File: config.mk
export PLATFORM = sky130hd
export DESIGN_NAME = rmci_top
export DESIGN_NICKNAME = d
export VERILOG_FILES = /design/src/rmci_pkg.sv /design/src/rmci_top.sv
export SDC_FILE = /design/constraint.sdc
export NUM_CORES = 1
export LEC_CHECK = 0
export BUFFER_PORTS_ARGS = -buffer_cell sky130_fd_sc_hd__buf_4
export CORE_MARGIN = 4
export CORE_UTILIZATION = 30
export DETAILED_ROUTE_END_ITERATION = 12
export PLACE_DENSITY = 0.57
export SLEW_MARGIN = 20
export SYNTH_ARGS = -nofsm -noshare
export SYNTH_HDL_FRONTEND = slang
export SYNTH_HIERARCHICAL = 1
export SYNTH_SLANG_ARGS = --single-unit
File: constraint.sdc
create_clock -name core_clk -period 3.2 [get_ports core_clk]
set_input_delay 0.64 -clock core_clk [delete_from_list [all_inputs] [get_ports core_clk]]
set_output_delay 0.64 -clock core_clk [all_outputs]
set_load 0.01 [all_outputs]
File: src/rmci_pkg.sv
// Constants, command codes and state types of the repeater management interpreter
package rmci_pkg;
	// ********************************
	// Timing
	// ********************************
	localparam int CLK_MHZ      = 100;
	localparam int BIT_TIME_NS  = 100;
	localparam int BIT_CYC      = BIT_TIME_NS * CLK_MHZ / 1000;
	localparam int ACT_SLOTS    = 10;              // Sample period in bit times
	localparam int ACT_PERIOD_NS = ACT_SLOTS * BIT_TIME_NS;
	localparam int TP_PORTS     = 8;
	localparam int ACT_BITS     = TP_PORTS + 1;    // AUI in bit 0
	localparam int FRAME_BITS   = 9;               // Start bit plus eight data
	localparam int LOOP_ZEROS   = 3;
	localparam int CMD_FIFO_DEPTH = 16;

	// ********************************
	// Command codes
	// ********************************
	localparam logic [7:0] CMD_AUI_DIS   = 8'h2F;
	localparam logic [7:0] CMD_AUI_EN    = 8'h3F;
	localparam logic [7:0] CMD_AUI_PART  = 8'h8F;
	localparam logic [7:0] CMD_TP_PART   = 8'h80;
	localparam logic [7:0] CMD_AUI_ALT   = 8'h1F;
	localparam logic [7:0] CMD_TP_ALT    = 8'h10;
	localparam logic [7:0] CMD_LINK_STAT = 8'hD0;
	localparam logic [7:0] CMD_POL_STAT  = 8'hE0;
	localparam logic [4:0] CMD_TP_DIS    = 5'h04;  // Upper five bits, port in [2:0]
	localparam logic [4:0] CMD_TP_EN     = 5'h06;
	localparam logic [4:0] CMD_LT_DIS    = 5'h08;
	localparam logic [4:0] CMD_LT_EN     = 5'h0A;
	localparam logic [4:0] CMD_POL_DIS   = 5'h0C;
	localparam logic [4:0] CMD_POL_EN    = 5'h0E;

	// ********************************
	// Reset values
	// ********************************
	localparam logic       RST_AUI_EN  = 1'h1;
	localparam logic [7:0] RST_TP_EN   = 8'hFF;
	localparam logic [7:0] RST_LT_EN   = 8'hFF;
	localparam logic [7:0] RST_POL_EN  = 8'hFF;

	typedef enum logic [1:0] {
		RX_IDLE = 2'b01,
		RX_DATA = 2'b10
	} rmci_rx_t;
endpackage

File: src/rmci_top.sv
// Command FIFO and serial management command interpreter of the repeater
`timescale 1ns/1ps
`default_nettype none

// What this block does
// - Commands are accepted only while the test-select pin is low.
// - Each byte is framed as one start bit and eight data bits.
// - Serial input and output both act on the serial clock rising edge.
// - Bytes move least significant bit first.
// - Command 2F disables the AUI port and idles its partition machine.
// - Command 3F re-enables the AUI port.
// - Command 00100bbb disables a TP port, forcing link fail and partition idle.
// - Command 00110bbb re-enables a TP port.
// - Command 8F returns AUI connected flag in the top bit, others zero.
// - Command 80 returns per-port TP connected flags.
// - Disabled ports report connected.
// - Command 1F sets AUI transmit-only reconnection until reset.
// - Command 10 sets all TP ports transmit-only reconnection until reset.
// - Command D0 returns link pass flags; disabled ports read pass.
// - Re-enabling a disabled TP port forces it into link fail.
// - Command 01000bbb disables link test on a port; it then reads pass.
// - Command 01010bbb re-enables link test only if it was disabled.
// - Command E0 returns reversed polarity only where correction is enabled.
// - Command 01110bbb enables automatic polarity correction on a port.
// - Command 01100bbb disables automatic polarity correction on a port.
// - Carrier states go out serially on activity output with a strobe.
// - Sample period is ten bit times; short carriers are latched.
// - Loopback passes each port's received data to its own transmitter.
// - Test-select low leaves loopback mode.

// ****************************************
// Command FIFO
// ****************************************
module rmci_fifo #(
	parameter int WIDTH = 8,
	parameter int DEPTH = 16
) (
	input  wire logic             core_clk,
	input  wire logic             reset,
	input  wire logic             in_valid,
	output logic                  in_ready,
	input  wire logic [WIDTH-1:0] in_data,
	output logic                  out_valid,
	input  wire logic             out_ready,
	output logic      [WIDTH-1:0] out_data
);
	localparam int AW = $clog2(DEPTH);

	logic [WIDTH-1:0] mem [DEPTH];
	logic [AW:0]      wr_q;
	logic [AW:0]      rd_q;
	wire              full  = (wr_q[AW] != rd_q[AW]) && (wr_q[AW-1:0] == rd_q[AW-1:0]);
	wire              empty = (wr_q == rd_q);
	wire              push  = in_valid && !full;
	wire              pop   = out_ready && !empty;

	// Handshake flags straight from the pointers
	assign in_ready  = !full;
	assign out_valid = !empty;
	assign out_data  = mem[rd_q[AW-1:0]];

	// Storage write, no reset needed on the data itself
	always_ff @(posedge core_clk) begin
		if (push) begin
			mem[wr_q[AW-1:0]] <= in_data;
		end
	end

	// Pointers with a wrap bit tell full from empty
	always_ff @(posedge core_clk) begin
		if (reset) begin
			wr_q <= '0;
			rd_q <= '0;
		end else begin
			if (push) wr_q <= wr_q + 1'b1;
			if (pop) rd_q <= rd_q + 1'b1;
		end
	end
endmodule

// ****************************************
// Interpreter
// ****************************************
module rmci_top
	import rmci_pkg::*;
#(
	parameter int FIFO_DEPTH = CMD_FIFO_DEPTH
) (
	input  wire logic       core_clk,
	input  wire logic       reset,
	input  wire logic       test_sel,
	input  wire logic       mgmt_sclk,
	input  wire logic       mgmt_si,
	output logic            mgmt_so,
	input  wire logic       aui_part_conn,
	input  wire logic [7:0] tp_part_conn,
	input  wire logic [7:0] tp_link_pass,
	input  wire logic [7:0] tp_pol_rev,
	input  wire logic       aui_crs,
	input  wire logic [7:0] tp_crs,
	output logic            aui_enable,
	output logic [7:0]      tp_enable,
	output logic            aui_part_idle,
	output logic [7:0]      tp_part_idle,
	output logic [7:0]      tp_link_fail,
	output logic            aui_alt_reconn,
	output logic            tp_alt_reconn,
	output logic [7:0]      tp_link_test_en,
	output logic [7:0]      tp_pol_corr_en,
	output logic            loopback_en,
	output logic            activity_serial_out,
	output logic            activity_strobe
);
	// ********************************
	// Pin synchronisers
	// ********************************
	logic [2:0] pin_s1_q;
	logic [2:0] pin_s2_q;
	logic       sclk_d_q;
	wire        test_s     = pin_s2_q[2];
	wire        sclk_s     = pin_s2_q[1];
	wire        si_s       = pin_s2_q[0];
	wire        sclk_rise  = sclk_s && !sclk_d_q;

	// Two stages per pin, then an edge detector on the clean copy
	always_ff @(posedge core_clk) begin
		if (reset) begin
			pin_s1_q <= 3'h1;
			pin_s2_q <= 3'h1;
			sclk_d_q <= 1'h0;
		end else begin
			pin_s1_q <= {test_sel, mgmt_sclk, mgmt_si};
			pin_s2_q <= pin_s1_q;
			sclk_d_q <= sclk_s;
		end
	end

	// ********************************
	// Serial receiver
	// ********************************
	rmci_rx_t   rx_state_q;
	logic [7:0] rx_sh_q;
	logic [2:0] rx_cnt_q;
	logic       rx_push_q;
	logic       fifo_in_ready;
	wire        rx_edge  = sclk_rise && !test_s;
	wire        rx_start = rx_edge && (rx_state_q == RX_IDLE) && !si_s && fifo_in_ready;

	// A full FIFO holds off the next start bit rather than losing a byte
	always_ff @(posedge core_clk) begin
		if (reset) begin
			rx_state_q <= RX_IDLE;
			rx_sh_q    <= 8'h00;
			rx_cnt_q   <= 3'h0;
			rx_push_q  <= 1'h0;
		end else begin
			rx_push_q <= 1'h0;
			case (rx_state_q)
				RX_IDLE: begin
					rx_cnt_q <= 3'h0;
					if (rx_start) rx_state_q <= RX_DATA;
				end
				RX_DATA: begin
					if (rx_edge) begin
						rx_sh_q  <= {si_s, rx_sh_q[7:1]};
						rx_cnt_q <= rx_cnt_q + 3'h1;
						if (rx_cnt_q == 3'h7) begin
							rx_push_q  <= 1'h1;
							rx_state_q <= RX_IDLE;
						end
					end
				end
				default: rx_state_q <= RX_IDLE;
			endcase
		end
	end

	// ********************************
	// Command decode
	// ********************************
	logic       cmd_valid;
	logic [7:0] cmd;
	logic       tx_busy_q;
	wire        pop        = cmd_valid && !tx_busy_q;
	wire [7:0]  sel        = 8'h01 << cmd[2:0];
	wire [4:0]  hi         = cmd[7:3];
	wire        is_aui_dis = cmd == CMD_AUI_DIS;
	wire        is_aui_en  = cmd == CMD_AUI_EN;
	wire        is_aui_pt  = cmd == CMD_AUI_PART;
	wire        is_tp_pt   = cmd == CMD_TP_PART;
	wire        is_aui_alt = cmd == CMD_AUI_ALT;
	wire        is_tp_alt  = cmd == CMD_TP_ALT;
	wire        is_lnk_st  = cmd == CMD_LINK_STAT;
	wire        is_pol_st  = cmd == CMD_POL_STAT;
	wire        is_tp_dis  = hi == CMD_TP_DIS;
	wire        is_tp_en   = hi == CMD_TP_EN;
	wire        is_lt_dis  = hi == CMD_LT_DIS;
	wire        is_lt_en   = hi == CMD_LT_EN;
	wire        is_pol_dis = hi == CMD_POL_DIS;
	wire        is_pol_en  = hi == CMD_POL_EN;
	wire        has_resp   = is_aui_pt || is_tp_pt || is_lnk_st || is_pol_st;
	wire        known      = has_resp || is_aui_dis || is_aui_en || is_aui_alt || is_tp_alt
	                         || is_tp_dis || is_tp_en || is_lt_dis || is_lt_en
	                         || is_pol_dis || is_pol_en;

	rmci_fifo #(
		.WIDTH (8),
		.DEPTH (FIFO_DEPTH)
	) u_fifo (
		.core_clk  (core_clk),
		.reset     (reset),
		.in_valid  (rx_push_q),
		.in_ready  (fifo_in_ready),
		.in_data   (rx_sh_q),
		.out_valid (cmd_valid),
		.out_ready (!tx_busy_q),
		.out_data  (cmd)
	);

	// ********************************
	// Port control state
	// ********************************
	logic       aui_en_q;
	logic [7:0] tp_en_q;
	logic       aui_alt_q;
	logic       tp_alt_q;
	logic [7:0] lt_en_q;
	logic [7:0] pol_en_q;
	logic       aui_idle_q;
	logic [7:0] tp_idle_q;
	logic [7:0] lfail_q;

	// Status bytes; disabled ports read connected and link pass
	wire [7:0] part_byte = tp_part_conn | ~tp_en_q;
	wire       aui_bit   = aui_part_conn || !aui_en_q;
	wire [7:0] link_byte = tp_link_pass | ~tp_en_q | ~lt_en_q;
	wire [7:0] pol_byte  = tp_pol_rev & pol_en_q;
	wire [7:0] resp_byte = is_aui_pt ? {aui_bit, 7'h00} :
	                       is_tp_pt  ? part_byte :
	                       is_lnk_st ? link_byte : pol_byte;
	wire [7:0] reen      = sel & ~tp_en_q;

	// Enables and algorithm selects; force lines are one-cycle pulses
	always_ff @(posedge core_clk) begin
		if (reset) begin
			aui_en_q   <= RST_AUI_EN;
			tp_en_q    <= RST_TP_EN;
			aui_alt_q  <= 1'h0;
			tp_alt_q   <= 1'h0;
			lt_en_q    <= RST_LT_EN;
			pol_en_q   <= RST_POL_EN;
			aui_idle_q <= 1'h0;
			tp_idle_q  <= 8'h00;
			lfail_q    <= 8'h00;
		end else begin
			aui_idle_q <= pop && is_aui_dis;
			tp_idle_q  <= (pop && is_tp_dis) ? sel : 8'h00;
			lfail_q    <= !pop ? 8'h00 : is_tp_dis ? sel : is_tp_en ? reen : 8'h00;
			if (pop) begin
				if (is_aui_dis) aui_en_q <= 1'h0;
				if (is_aui_en) aui_en_q <= 1'h1;
				if (is_tp_dis) tp_en_q <= tp_en_q & ~sel;
				if (is_tp_en) tp_en_q <= tp_en_q | sel;
				if (is_aui_alt) aui_alt_q <= 1'h1;
				if (is_tp_alt) tp_alt_q <= 1'h1;
				if (is_lt_dis) lt_en_q <= lt_en_q & ~sel;
				if (is_lt_en) lt_en_q <= lt_en_q | (sel & ~lt_en_q);
				if (is_pol_en) pol_en_q <= pol_en_q | sel;
				if (is_pol_dis) pol_en_q <= pol_en_q & ~sel;
			end
		end
	end

	assign aui_enable      = aui_en_q;
	assign tp_enable       = tp_en_q;
	assign aui_part_idle   = aui_idle_q;
	assign tp_part_idle    = tp_idle_q;
	assign tp_link_fail    = lfail_q;
	assign aui_alt_reconn  = aui_alt_q;
	assign tp_alt_reconn   = tp_alt_q;
	assign tp_link_test_en = lt_en_q;
	assign tp_pol_corr_en  = pol_en_q;

	// ********************************
	// Serial transmitter
	// ********************************
	logic [8:0] tx_sh_q;
	logic [3:0] tx_cnt_q;
	logic       so_q;

	// Start bit then data, one bit per serial clock rise; the host must
	// keep clocking after the command so the answer can drain
	always_ff @(posedge core_clk) begin
		if (reset) begin
			tx_sh_q   <= 9'h1FF;
			tx_cnt_q  <= 4'h0;
			tx_busy_q <= 1'h0;
			so_q      <= 1'h1;
		end else if (pop && has_resp) begin
			tx_sh_q   <= {resp_byte, 1'b0};
			tx_cnt_q  <= 4'(FRAME_BITS);
			tx_busy_q <= 1'h1;
		end else if (sclk_rise && tx_busy_q) begin
			so_q      <= tx_sh_q[0];
			tx_sh_q   <= {1'b1, tx_sh_q[8:1]};
			tx_cnt_q  <= tx_cnt_q - 4'h1;
			tx_busy_q <= tx_cnt_q != 4'h1;
		end else if (sclk_rise) begin
			so_q      <= 1'h1;
		end
	end

	assign mgmt_so = so_q;

	// ********************************
	// Loopback entry
	// ********************************
	logic [1:0] zero_cnt_q;
	logic       loop_q;

	// Consecutive zeros while test-select is high; any one resets the count
	always_ff @(posedge core_clk) begin
		if (reset || !test_s) begin
			zero_cnt_q <= 2'h0;
			loop_q     <= 1'h0;
		end else if (sclk_rise) begin
			zero_cnt_q <= si_s ? 2'h0 : (zero_cnt_q == 2'(LOOP_ZEROS) ? zero_cnt_q : zero_cnt_q + 2'h1);
			if (!si_s && zero_cnt_q == 2'(LOOP_ZEROS - 1)) loop_q <= 1'h1;
		end
	end

	// The analog receive-to-transmit path is switched by this level
	assign loopback_en = loop_q;

	// ********************************
	// Activity monitor
	// ********************************
	localparam int CW = $clog2(BIT_CYC);
	logic [CW-1:0]       cyc_q;
	logic [3:0]          slot_q;
	logic [ACT_BITS-1:0] acc_q;
	logic [ACT_BITS-1:0] snap_q;
	logic                act_q;
	logic                stb_q;
	wire                 bit_en  = cyc_q == CW'(BIT_CYC - 1);
	wire                 last    = slot_q == 4'(ACT_SLOTS - 1);
	wire [ACT_BITS-1:0]  crs_vec = {tp_crs, aui_crs};

	// Short carrier pulses stay in the accumulator until sampled; a new
	// carrier in the sampling cycle is kept for the next period
	always_ff @(posedge core_clk) begin
		if (reset) begin
			cyc_q  <= '0;
			slot_q <= 4'h0;
			acc_q  <= '0;
			snap_q <= '0;
			act_q  <= 1'h0;
			stb_q  <= 1'h0;
		end else begin
			cyc_q <= bit_en ? '0 : cyc_q + 1'b1;
			acc_q <= crs_vec | ((bit_en && last) ? '0 : acc_q);
			if (bit_en) begin
				slot_q <= last ? 4'h0 : slot_q + 4'h1;
				stb_q  <= last;
				act_q  <= last ? 1'h0 : snap_q[slot_q];
				if (last) snap_q <= acc_q | crs_vec;
			end
		end
	end

	assign activity_serial_out = act_q;
	assign activity_strobe     = stb_q;
endmodule

`default_nettype wire

==> results.cfg, run 1 <==
[global_route]
grt_overflow = 0
grt_pass1_wl_mm = 40.1
use_met1 = 0.189
antenna_found_initial = 0
busiest_layer = met2
track_usage = 0.130
use_met3 = 0.0190
grt_max_degree = 48
met2_usage = 0.207
grt_pass1_vias = 6904

[yosys]
ys_ff_latch = 253
synth.area.top_cells = edfxtp_1 37%, dfxtp_1 24%, mux4_1 6.0%
seq_area_frac_synth = 0.603
yosysTopAreaCell = edfxtp_1
avgSynthCellArea_um2 = 13.0
synth_cell_types = 68
synth_fp_nets = 861
synth_ff_type = edfxtp_1
syn-instance-count = 809
synth_top_area_frac = 0.365
synth_edf_count = 128
yosysWarnings = 6
ys_async_sr_fraction = 0
syn-cell-area_um2 = 10500

[finish]
drive_gt1_frac = 0.271
final_nets = 984
diodes = 0
fin_area_um2 = 13000
syn2layout_area_growth_pct = 23.8
fillCellCount = 3322
multi_input_area_um2 = 3900
layout_common_cells = 136 x buf_4, 128 x edfxtp_1, 124 x dfxtp_1
instances_no_fill = 1407
register_area_um2 = 6350
layout_commonest_cell = buf_4
finish.utilization = 0.377

[clocking]
cts_sinks = 253
htreeDepth = 1
cts_inserted_buffers = 26
cts_tree = done
clk_latency_ns = 0.53
cts_hold_buf = 0
clockRootBuffer = clkbuf_16
clkTransAtPathRegs_ns = 0.06
clock_path_buffers = 3

[setup_path]
rrSetupSlack_ns = 0.06
cp.required_ns = 3.61
critPathMostFrequentCell = buf_4
startpoint_type = flop
endpoint_kind = flop
critPathBufInv = 3
cp.depth = 9
crit_arrival_ns = 3.55
cpLargestDelayFamily = multiplexers
crit_chain = buf_12, buf_4, mux4_1, mux4_2, or4b_4, buf_4, nor3_1, mux2i_1, nand2_1
r2r_cells = 9
cpPeakStageDelay_ns = 0.59
critPathKind = reg2reg
slowest_stage = or4b_4
crit_fanout = 7

[detailed_routing]
drt_pass1_iterations = 5
vias_per_cell = 5.01
drt-total-wl_mm = 25.9
drt_iter0_markers = 652
wire_per_inst_um = 18.4
num_vias = 7051
ant_nets = 0
remaining_drc_errors = 0

[sta]
timing.slew.headroom = 0.552
setup_viol_count_final = 0
hold_viol_final = 0
rsz0062_at_grt = true
worst_slew_pin_slew_ns = 0.670
drv_slew = 0
period_share = 0.982
clock.fmax_ghz = 0.318
clock_skew_ns = 0.0216
holdWs_ns = 0.305
fin_crit_ns = 3.14

[floorplan]
core_area_um2 = 34500
die-area_um2 = 38100
fp.dieW_um = 195
fp.dieH_um = 195
ios = 87
rows = 68
start_util = 0.305

[power]
vdd_drop_max_mv = 0.389
leakage_nw = 4.70
power_mw = 7.19
powerDensity_nw_per_um2 = 552

[placement]
placed_cells_incl_taps = 1345
routabilityCongestion = 0.813
dp.final_hpwl_mm = 17.5
dpl-instance-area_um2 = 11900
io_buffers = 86

[min_path]
hp-start = mgmt_si
hp-class = in2reg

[flow_run]
maxCapViolations = 0

[status]
status = finished, final reports clean
[report_power, final]
group,internal [mW],switching (mW)
clock,1.81,1.20
sequential,3.40,0.0294
combinational,0.376,0.372
[Yosys cell counts, drive strengths merged, types with 15 or more instances]
master	count
a21oi	39
and3	16
buf	16
clkbuf	37
dfxtp	125
edfxtp	128
inv	24
mux2i	20
mux4	42
nand2	69
nor2	49
nor2b	17
nor3	39
o21ai	15
[worst min path at each step]
stage                        to  slack, ns  cells after the start
global route        pin_s1_q[0]       0.29                      2
finish              pin_s1_q[0]       0.31                      2
floorplan           pin_s2_q[0]       0.39                      1
global placement    pin_s2_q[0]       0.39                      1
CTS                 pin_s1_q[0]       0.28                      2
detailed placement  pin_s2_q[0]       0.40                      1
[cells by family after synthesis]
group | Yosys count | synth area share
AND/OR/NAND/NOR | 267 | 0.134
flip-flops | 253 | 0.603
AO/OA/AOI/OAI | 115 | 0.0759
buffers and inverters | 77 | 0.0341
multiplexers | 69 | 0.125
XOR/XNOR | 15 | 0.0125
adder cells (fa/ha/maj) | 13 | 0.0155
[layout make-up]
type                            instances  share of cell area
Timing Repair Buffer                  148              0.0961
Sequential cell                       253               0.487
Multi-Input combinational cell        479               0.300
Tap cell                              455              0.0437
Inverter                               24             0.00692
Clock inverter                          3             0.00317
Clock buffer                           45              0.0631
[metrics by stage]
step / TNS, ns / worst slack, ns
2_1_floorplan: 0 / 0.0291
3_3_place_gp: -0.0614 / -0.0426
3_5_place_dp: -0.595 / -0.119
4_1_cts: -0.00348 / -0.00348
5_1_grt: -0.259 / -0.0527
6_report: 0 / 0.0578
[metal layers]
metal | vias up | share of wire
met3 | 35 | 0.044
met4 | 0 | 0.017
li1 | 3312 | -
met5 | - | 0
met1 | 3506 | 0.47
met2 | 198 | 0.47
[timing repair]
item                       4_1_cts  5_1_grt
buffers inserted                 5        6
pin swaps                        2       13
gates cloned                     1        2
gates resized for setup         15       20
setup endpoints to repair        9       36
Note: power is estimated with default switching activity, not from simulation.
==> run 2: changes to the inputs <==
Settings changed: CTS_BUF_LIST from default to sky130_fd_sc_hd__clkbuf_8, CTS_CLUSTER_SIZE from default to 12.
==> run 2 against run 1 <==
Register-to-register slack got worse by 0.03 ns. Setup slack got worse by 0.035 ns. Utilization fell by 0.34 points. Wire length fell by 0.73%. Die area did not move. Via count rose by 1.2%. Non-clock buffer count fell by 9. Clock power fell by 8.6%. Maximum frequency fell by 1.1%. Largest cell class unchanged.
==> results.cfg, run 2 (synthesis gave the netlist of run 1 again) <==
[sta]
setup_slack_ns = 0.0232
period_share = 0.993
clock_skew_ns = 0.0321
timing.slew.headroom = 0.563
worst_slew_pin_slew_ns = 0.655
setup_viol_count_final = 0
drv_slew = 0
hold_viol_final = 0
tns_ns = 0
rsz0062_at_grt = true
fin_crit_ns = 3.18
clock.fmax_ghz = 0.315

[clocking]
clkTransAtPathRegs_ns = 0.06
cts_sinks = 253
clk_latency_ns = 0.56
clock_path_buffers = 3
htreeDepth = 2
clockRootBuffer = clkbuf_8
cts_hold_buf = 0
cts_tree = done
cts_inserted_buffers = 41

[global_route]
grt_pass1_vias = 6978
grt_overflow = 0
met2_usage = 0.202
busiest_layer = met2
use_met3 = 0.0224
grt_pass1_wl_mm = 39.9
track_usage = 0.130
grt_max_degree = 48
antenna_found_initial = 1
use_met1 = 0.186

[detailed_routing]
vias_per_cell = 5.00
remaining_drc_errors = 0
drt_pass1_iterations = 5
num_vias = 7135
drt-total-wl_mm = 25.7
ant_nets = 0
drt_iter0_markers = 506
wire_per_inst_um = 18.0

[setup_path]
critPathKind = reg2reg
cpPeakStageDelay_ns = 0.60
critPathBufInv = 2
startpoint_type = flop
cp.required_ns = 3.63
slowest_stage = or4b_4
endpoint_kind = flop
crit_arrival_ns = 3.60
cpLargestDelayFamily = multiplexers
crit_chain = buf_12, buf_4, mux4_1, mux4_2, or4b_4, or4_4, mux2i_1, nand2_1
crit_fanout = 7

[floorplan]
fp.dieH_um = 195
start_util = 0.305
core_area_um2 = 34500
ios = 87
rows = 68
fp.dieW_um = 195
die-area_um2 = 38100

[placement]
place_worst_setup_slack_ns = -0.119
routabilityCongestion = 0.813
dp.final_hpwl_mm = 17.5
dpl-instance-area_um2 = 11900
placed_cells_incl_taps = 1345
io_buffers = 86

[power]
leakage_nw = 4.72
power_mw = 6.89
vdd_drop_max_mv = 0.387
powerDensity_nw_per_um2 = 534

[finish]
final_nets = 990
drive_gt1_frac = 0.270
fillCellCount = 3361
fin_area_um2 = 12900
instances_no_fill = 1427
layout_commonest_cell = buf_4
layout_common_cells = 130 x buf_4, 128 x edfxtp_1, 124 x dfxtp_1
syn2layout_area_growth_pct = 22.7

[status]
status = finished, final reports clean

[min_path]
hp-class = in2reg

[flow_run]
maxCapViolations = 0
==> run 2: worst register-to-register path: stages, from the launching register on <==
cell	delay [ns]
dfxtp_4	0.40
buf_12	0.15
buf_4	0.13
mux4_1	0.55
mux4_2	0.50
or4b_4	0.60
or4_4	0.52
mux2i_1	0.15
nand2_1	0.06
==> run 2: final cells by class <==
class	count	area, um2	area share
multi-input combinational	479	3930	0.305
inverter	24	90.1	0.00698
clock inverter	31	200	0.0155
timing repair buffer	139	1140	0.0886
clock buffer	45	619	0.0480
sequential	253	6350	0.492
tap	455	569	0.0441
antenna	1	2.50	0.000194
==> run 2: metrics by stage <==
stage                      util  hold WS, ns
after global routing      0.374        0.244
after CTS                 0.369        0.236
after detailed placement  0.344        0.395
after floorplan               -        0.389
after global placement    0.344        0.394
final                     0.374        0.273
==> run 2: repair_timing <==
action                                  CTS  global route
pin swaps                                 0             3
gates cloned                              0             2
endpoints found under the setup margin   12            36
resized for setup                         6            28
buffers inserted                          2             1
==> run 2: final timing paths <==
kind / startpoint / endpoint / slack, ns / cells past startpoint
setup / recovery: flop / flop / 0.02 / 8
hold / removal: mgmt_si / pin_s1_q[0] / 0.27 / 2
setup reg to reg: flop / flop / 0.02 / 8
hold reg to reg: pin_s1_q[0] / pin_s2_q[0] / 0.41 / 1
==> run 2: routing by layer <==
layer  vias up  part of all wire
met4         0             0.019
met3        40             0.054
li1       3352                 -
met1      3538              0.47
met5         -                 0
met2       205              0.46
==> run 2: report_power, final <==
| part | switching, mW | total, mW | leakage [nW] | internal, mW |
|---|---|---|---|---|
| clock network | 1.28 | 2.76 | 0.474 | 1.48 |
| logic | 0.361 | 0.699 | 2.05 | 0.338 |
| registers | 0.0294 | 3.43 | 2.20 | 3.40 |
| total | 1.67 | 6.89 | 4.72 | 5.22 |
==> run 3: changes to the inputs <==
Settings changed: RECOVER_POWER from default to 50.
==> run 3 against run 2 <==
The run now ends with max-capacitance violations, max-slew violations left. Sequential cell count stayed put. First-iteration DRC count is 0.59% lower. Wire length fell by 0.16%. Combinational power fell by 0.6%. Cell count unchanged. Hold slack better by 0.00058 ns. Clock-buffer cell count unchanged. Sequential power barely moved. Clock skew is 0.00076 ns lower.
==> results.cfg, run 3 (synthesis gave the netlist of run 1 again) <==
[sta]
worst_slew_pin_slew_ns = 1.61
clock_skew_ns = 0.0313
fin_crit_ns = 3.17
hold_viol_final = 0
clock.fmax_ghz = 0.315
drv_slew = 37
tns_ns = 0
setup_viol_count_final = 0
timing.slew.headroom = -0.0757
period_share = 0.992
rsz0062_at_grt = true

[global_route]
antenna_found_initial = 1
grt_pass1_vias = 6978
grt_pass1_wl_mm = 39.9
grt_overflow = 0
track_usage = 0.130
grt_max_degree = 48

[setup_path]
endpoint_kind = flop
r2r_cells = 8
crit_chain = buf_12, buf_4, mux4_1, mux4_2, or4b_4, or4_4, mux2i_1, nand2_1
startpoint_type = flop
cpLargestDelayFamily = multiplexers
cpPeakStageDelay_ns = 0.60
cp.required_ns = 3.63
cp.depth = 8
slowest_stage = or4b_4
crit_arrival_ns = 3.60
crit_fanout = 7
critPathKind = reg2reg
critPathBufInv = 2

[min_path]
hp-class = in2reg
hold_depth = 2

[floorplan]
ios = 87
rows = 68
fp.dieH_um = 195
start_util = 0.305
fp.dieW_um = 195
core_area_um2 = 34500
die-area_um2 = 38100

[finish]
layout_commonest_cell = edfxtp_1
drive_gt1_frac = 0.231
layout_common_cells = 128 x edfxtp_1, 124 x dfxtp_1, 94 x buf_4
final_nets = 990
fillCellCount = 3408
syn2layout_area_growth_pct = 21.4

[clocking]
htreeDepth = 2
cts_inserted_buffers = 41
clkTransAtPathRegs_ns = 0.06
cts_tree = done
cts_hold_buf = 0
clk_latency_ns = 0.56
clockRootBuffer = clkbuf_8
clock_path_buffers = 3
cts_sinks = 253

[power]
vdd_drop_max_mv = 0.387
powerDensity_nw_per_um2 = 539
leakage_nw = 4.58
power_mw = 6.88

[placement]
routabilityCongestion = 0.813
io_buffers = 86
dp.final_hpwl_mm = 17.5

[detailed_routing]
met2WireLength_mm = 11.7
drt-total-wl_mm = 25.7
drt-met1-wl_mm = 12.0
drt_pass1_iterations = 5
vias_per_cell = 5.01
num_vias = 7145
wire_per_inst_um = 18.0
drt_iter0_markers = 503
wl_met3_mm = 1.42
remaining_drc_errors = 0
dr.max_layer_used = met4
ant_nets = 0

[status]
violations = max-capacitance violations, max-slew violations
status = finished, violations left

[flow_run]
maxCapViolations = 1
-- run 3: cell types whose count changed in the layout (fill, tap and decap cells not counted), sizes merged --
cell    change
buf        -36
clkbuf     +36
-- run 3: final timing paths --
check        slack, ns           to   startpoint
max               0.03         flop         flop
min               0.27  pin_s1_q[0]      mgmt_si
max reg2reg       0.03         flop         flop
min reg2reg       0.41  pin_s2_q[0]  pin_s1_q[0]
-- run 3: worst register-to-register path, stage by stage, from the launching register on --
cell and delay [ns]:
dfxtp_4 0.40, buf_12 0.14, buf_4 0.13, mux4_1 0.55
mux4_2 0.50, or4b_4 0.60, or4_4 0.52, mux2i_1 0.15
nand2_1 0.06
-- run 3: timing repair --
action                     in CTS  in global routing
cloned                          0                  2
setup endpoints to repair      12                 36
setup buffers                   2                  1
pin swaps                       0                  3
resized for setup               6                 28
-- run 3: power breakdown --
part | total (mW) | switching [mW] | internal (mW)
Clock | 2.75 | 1.28 | 1.48
Sequential | 3.43 | 0.0294 | 3.40
Combinational | 0.695 | 0.359 | 0.336
Total | 6.88 | 1.67 | 5.21
-- run 3: layout make-up --
type	count	area [um2]	share of cell area
sequential	253	6350	0.497
multi-input combinational	479	3930	0.308
timing repair buffer	139	1010	0.0790
clock buffer	45	619	0.0485
tap	455	569	0.0446
clock inverter	31	200	0.0157
inverter	24	90.1	0.00706
antenna	1	2.50	0.000196
-- run 3: layer usage --
layer / up-vias / GRT usage
met1: 3537 / 0.186
met4: 0 / 0.0416
met3: 44 / 0.0224
li1: 3352 / -
met2: 212 / 0.202
met5: - / 0
-- run 3: per-stage QoR --
| stage | hold slack (ns) | cell area [um2] | utilization | std cells | setup slack, ns |
|---|---|---|---|---|---|
| floorplan | 0.389 | 10500 | - | 809 | 0.0291 |
| global placement | 0.394 | 11900 | 0.344 | 1345 | -0.0426 |
| detailed placement | 0.395 | 11900 | 0.344 | 1345 | -0.119 |
| CTS | 0.236 | 12800 | 0.369 | 1423 | -0.0157 |
| global route | 0.244 | 12800 | 0.370 | 1427 | -0.0812 |
| finish | 0.273 | 12800 | 0.370 | 1427 | 0.0250 |
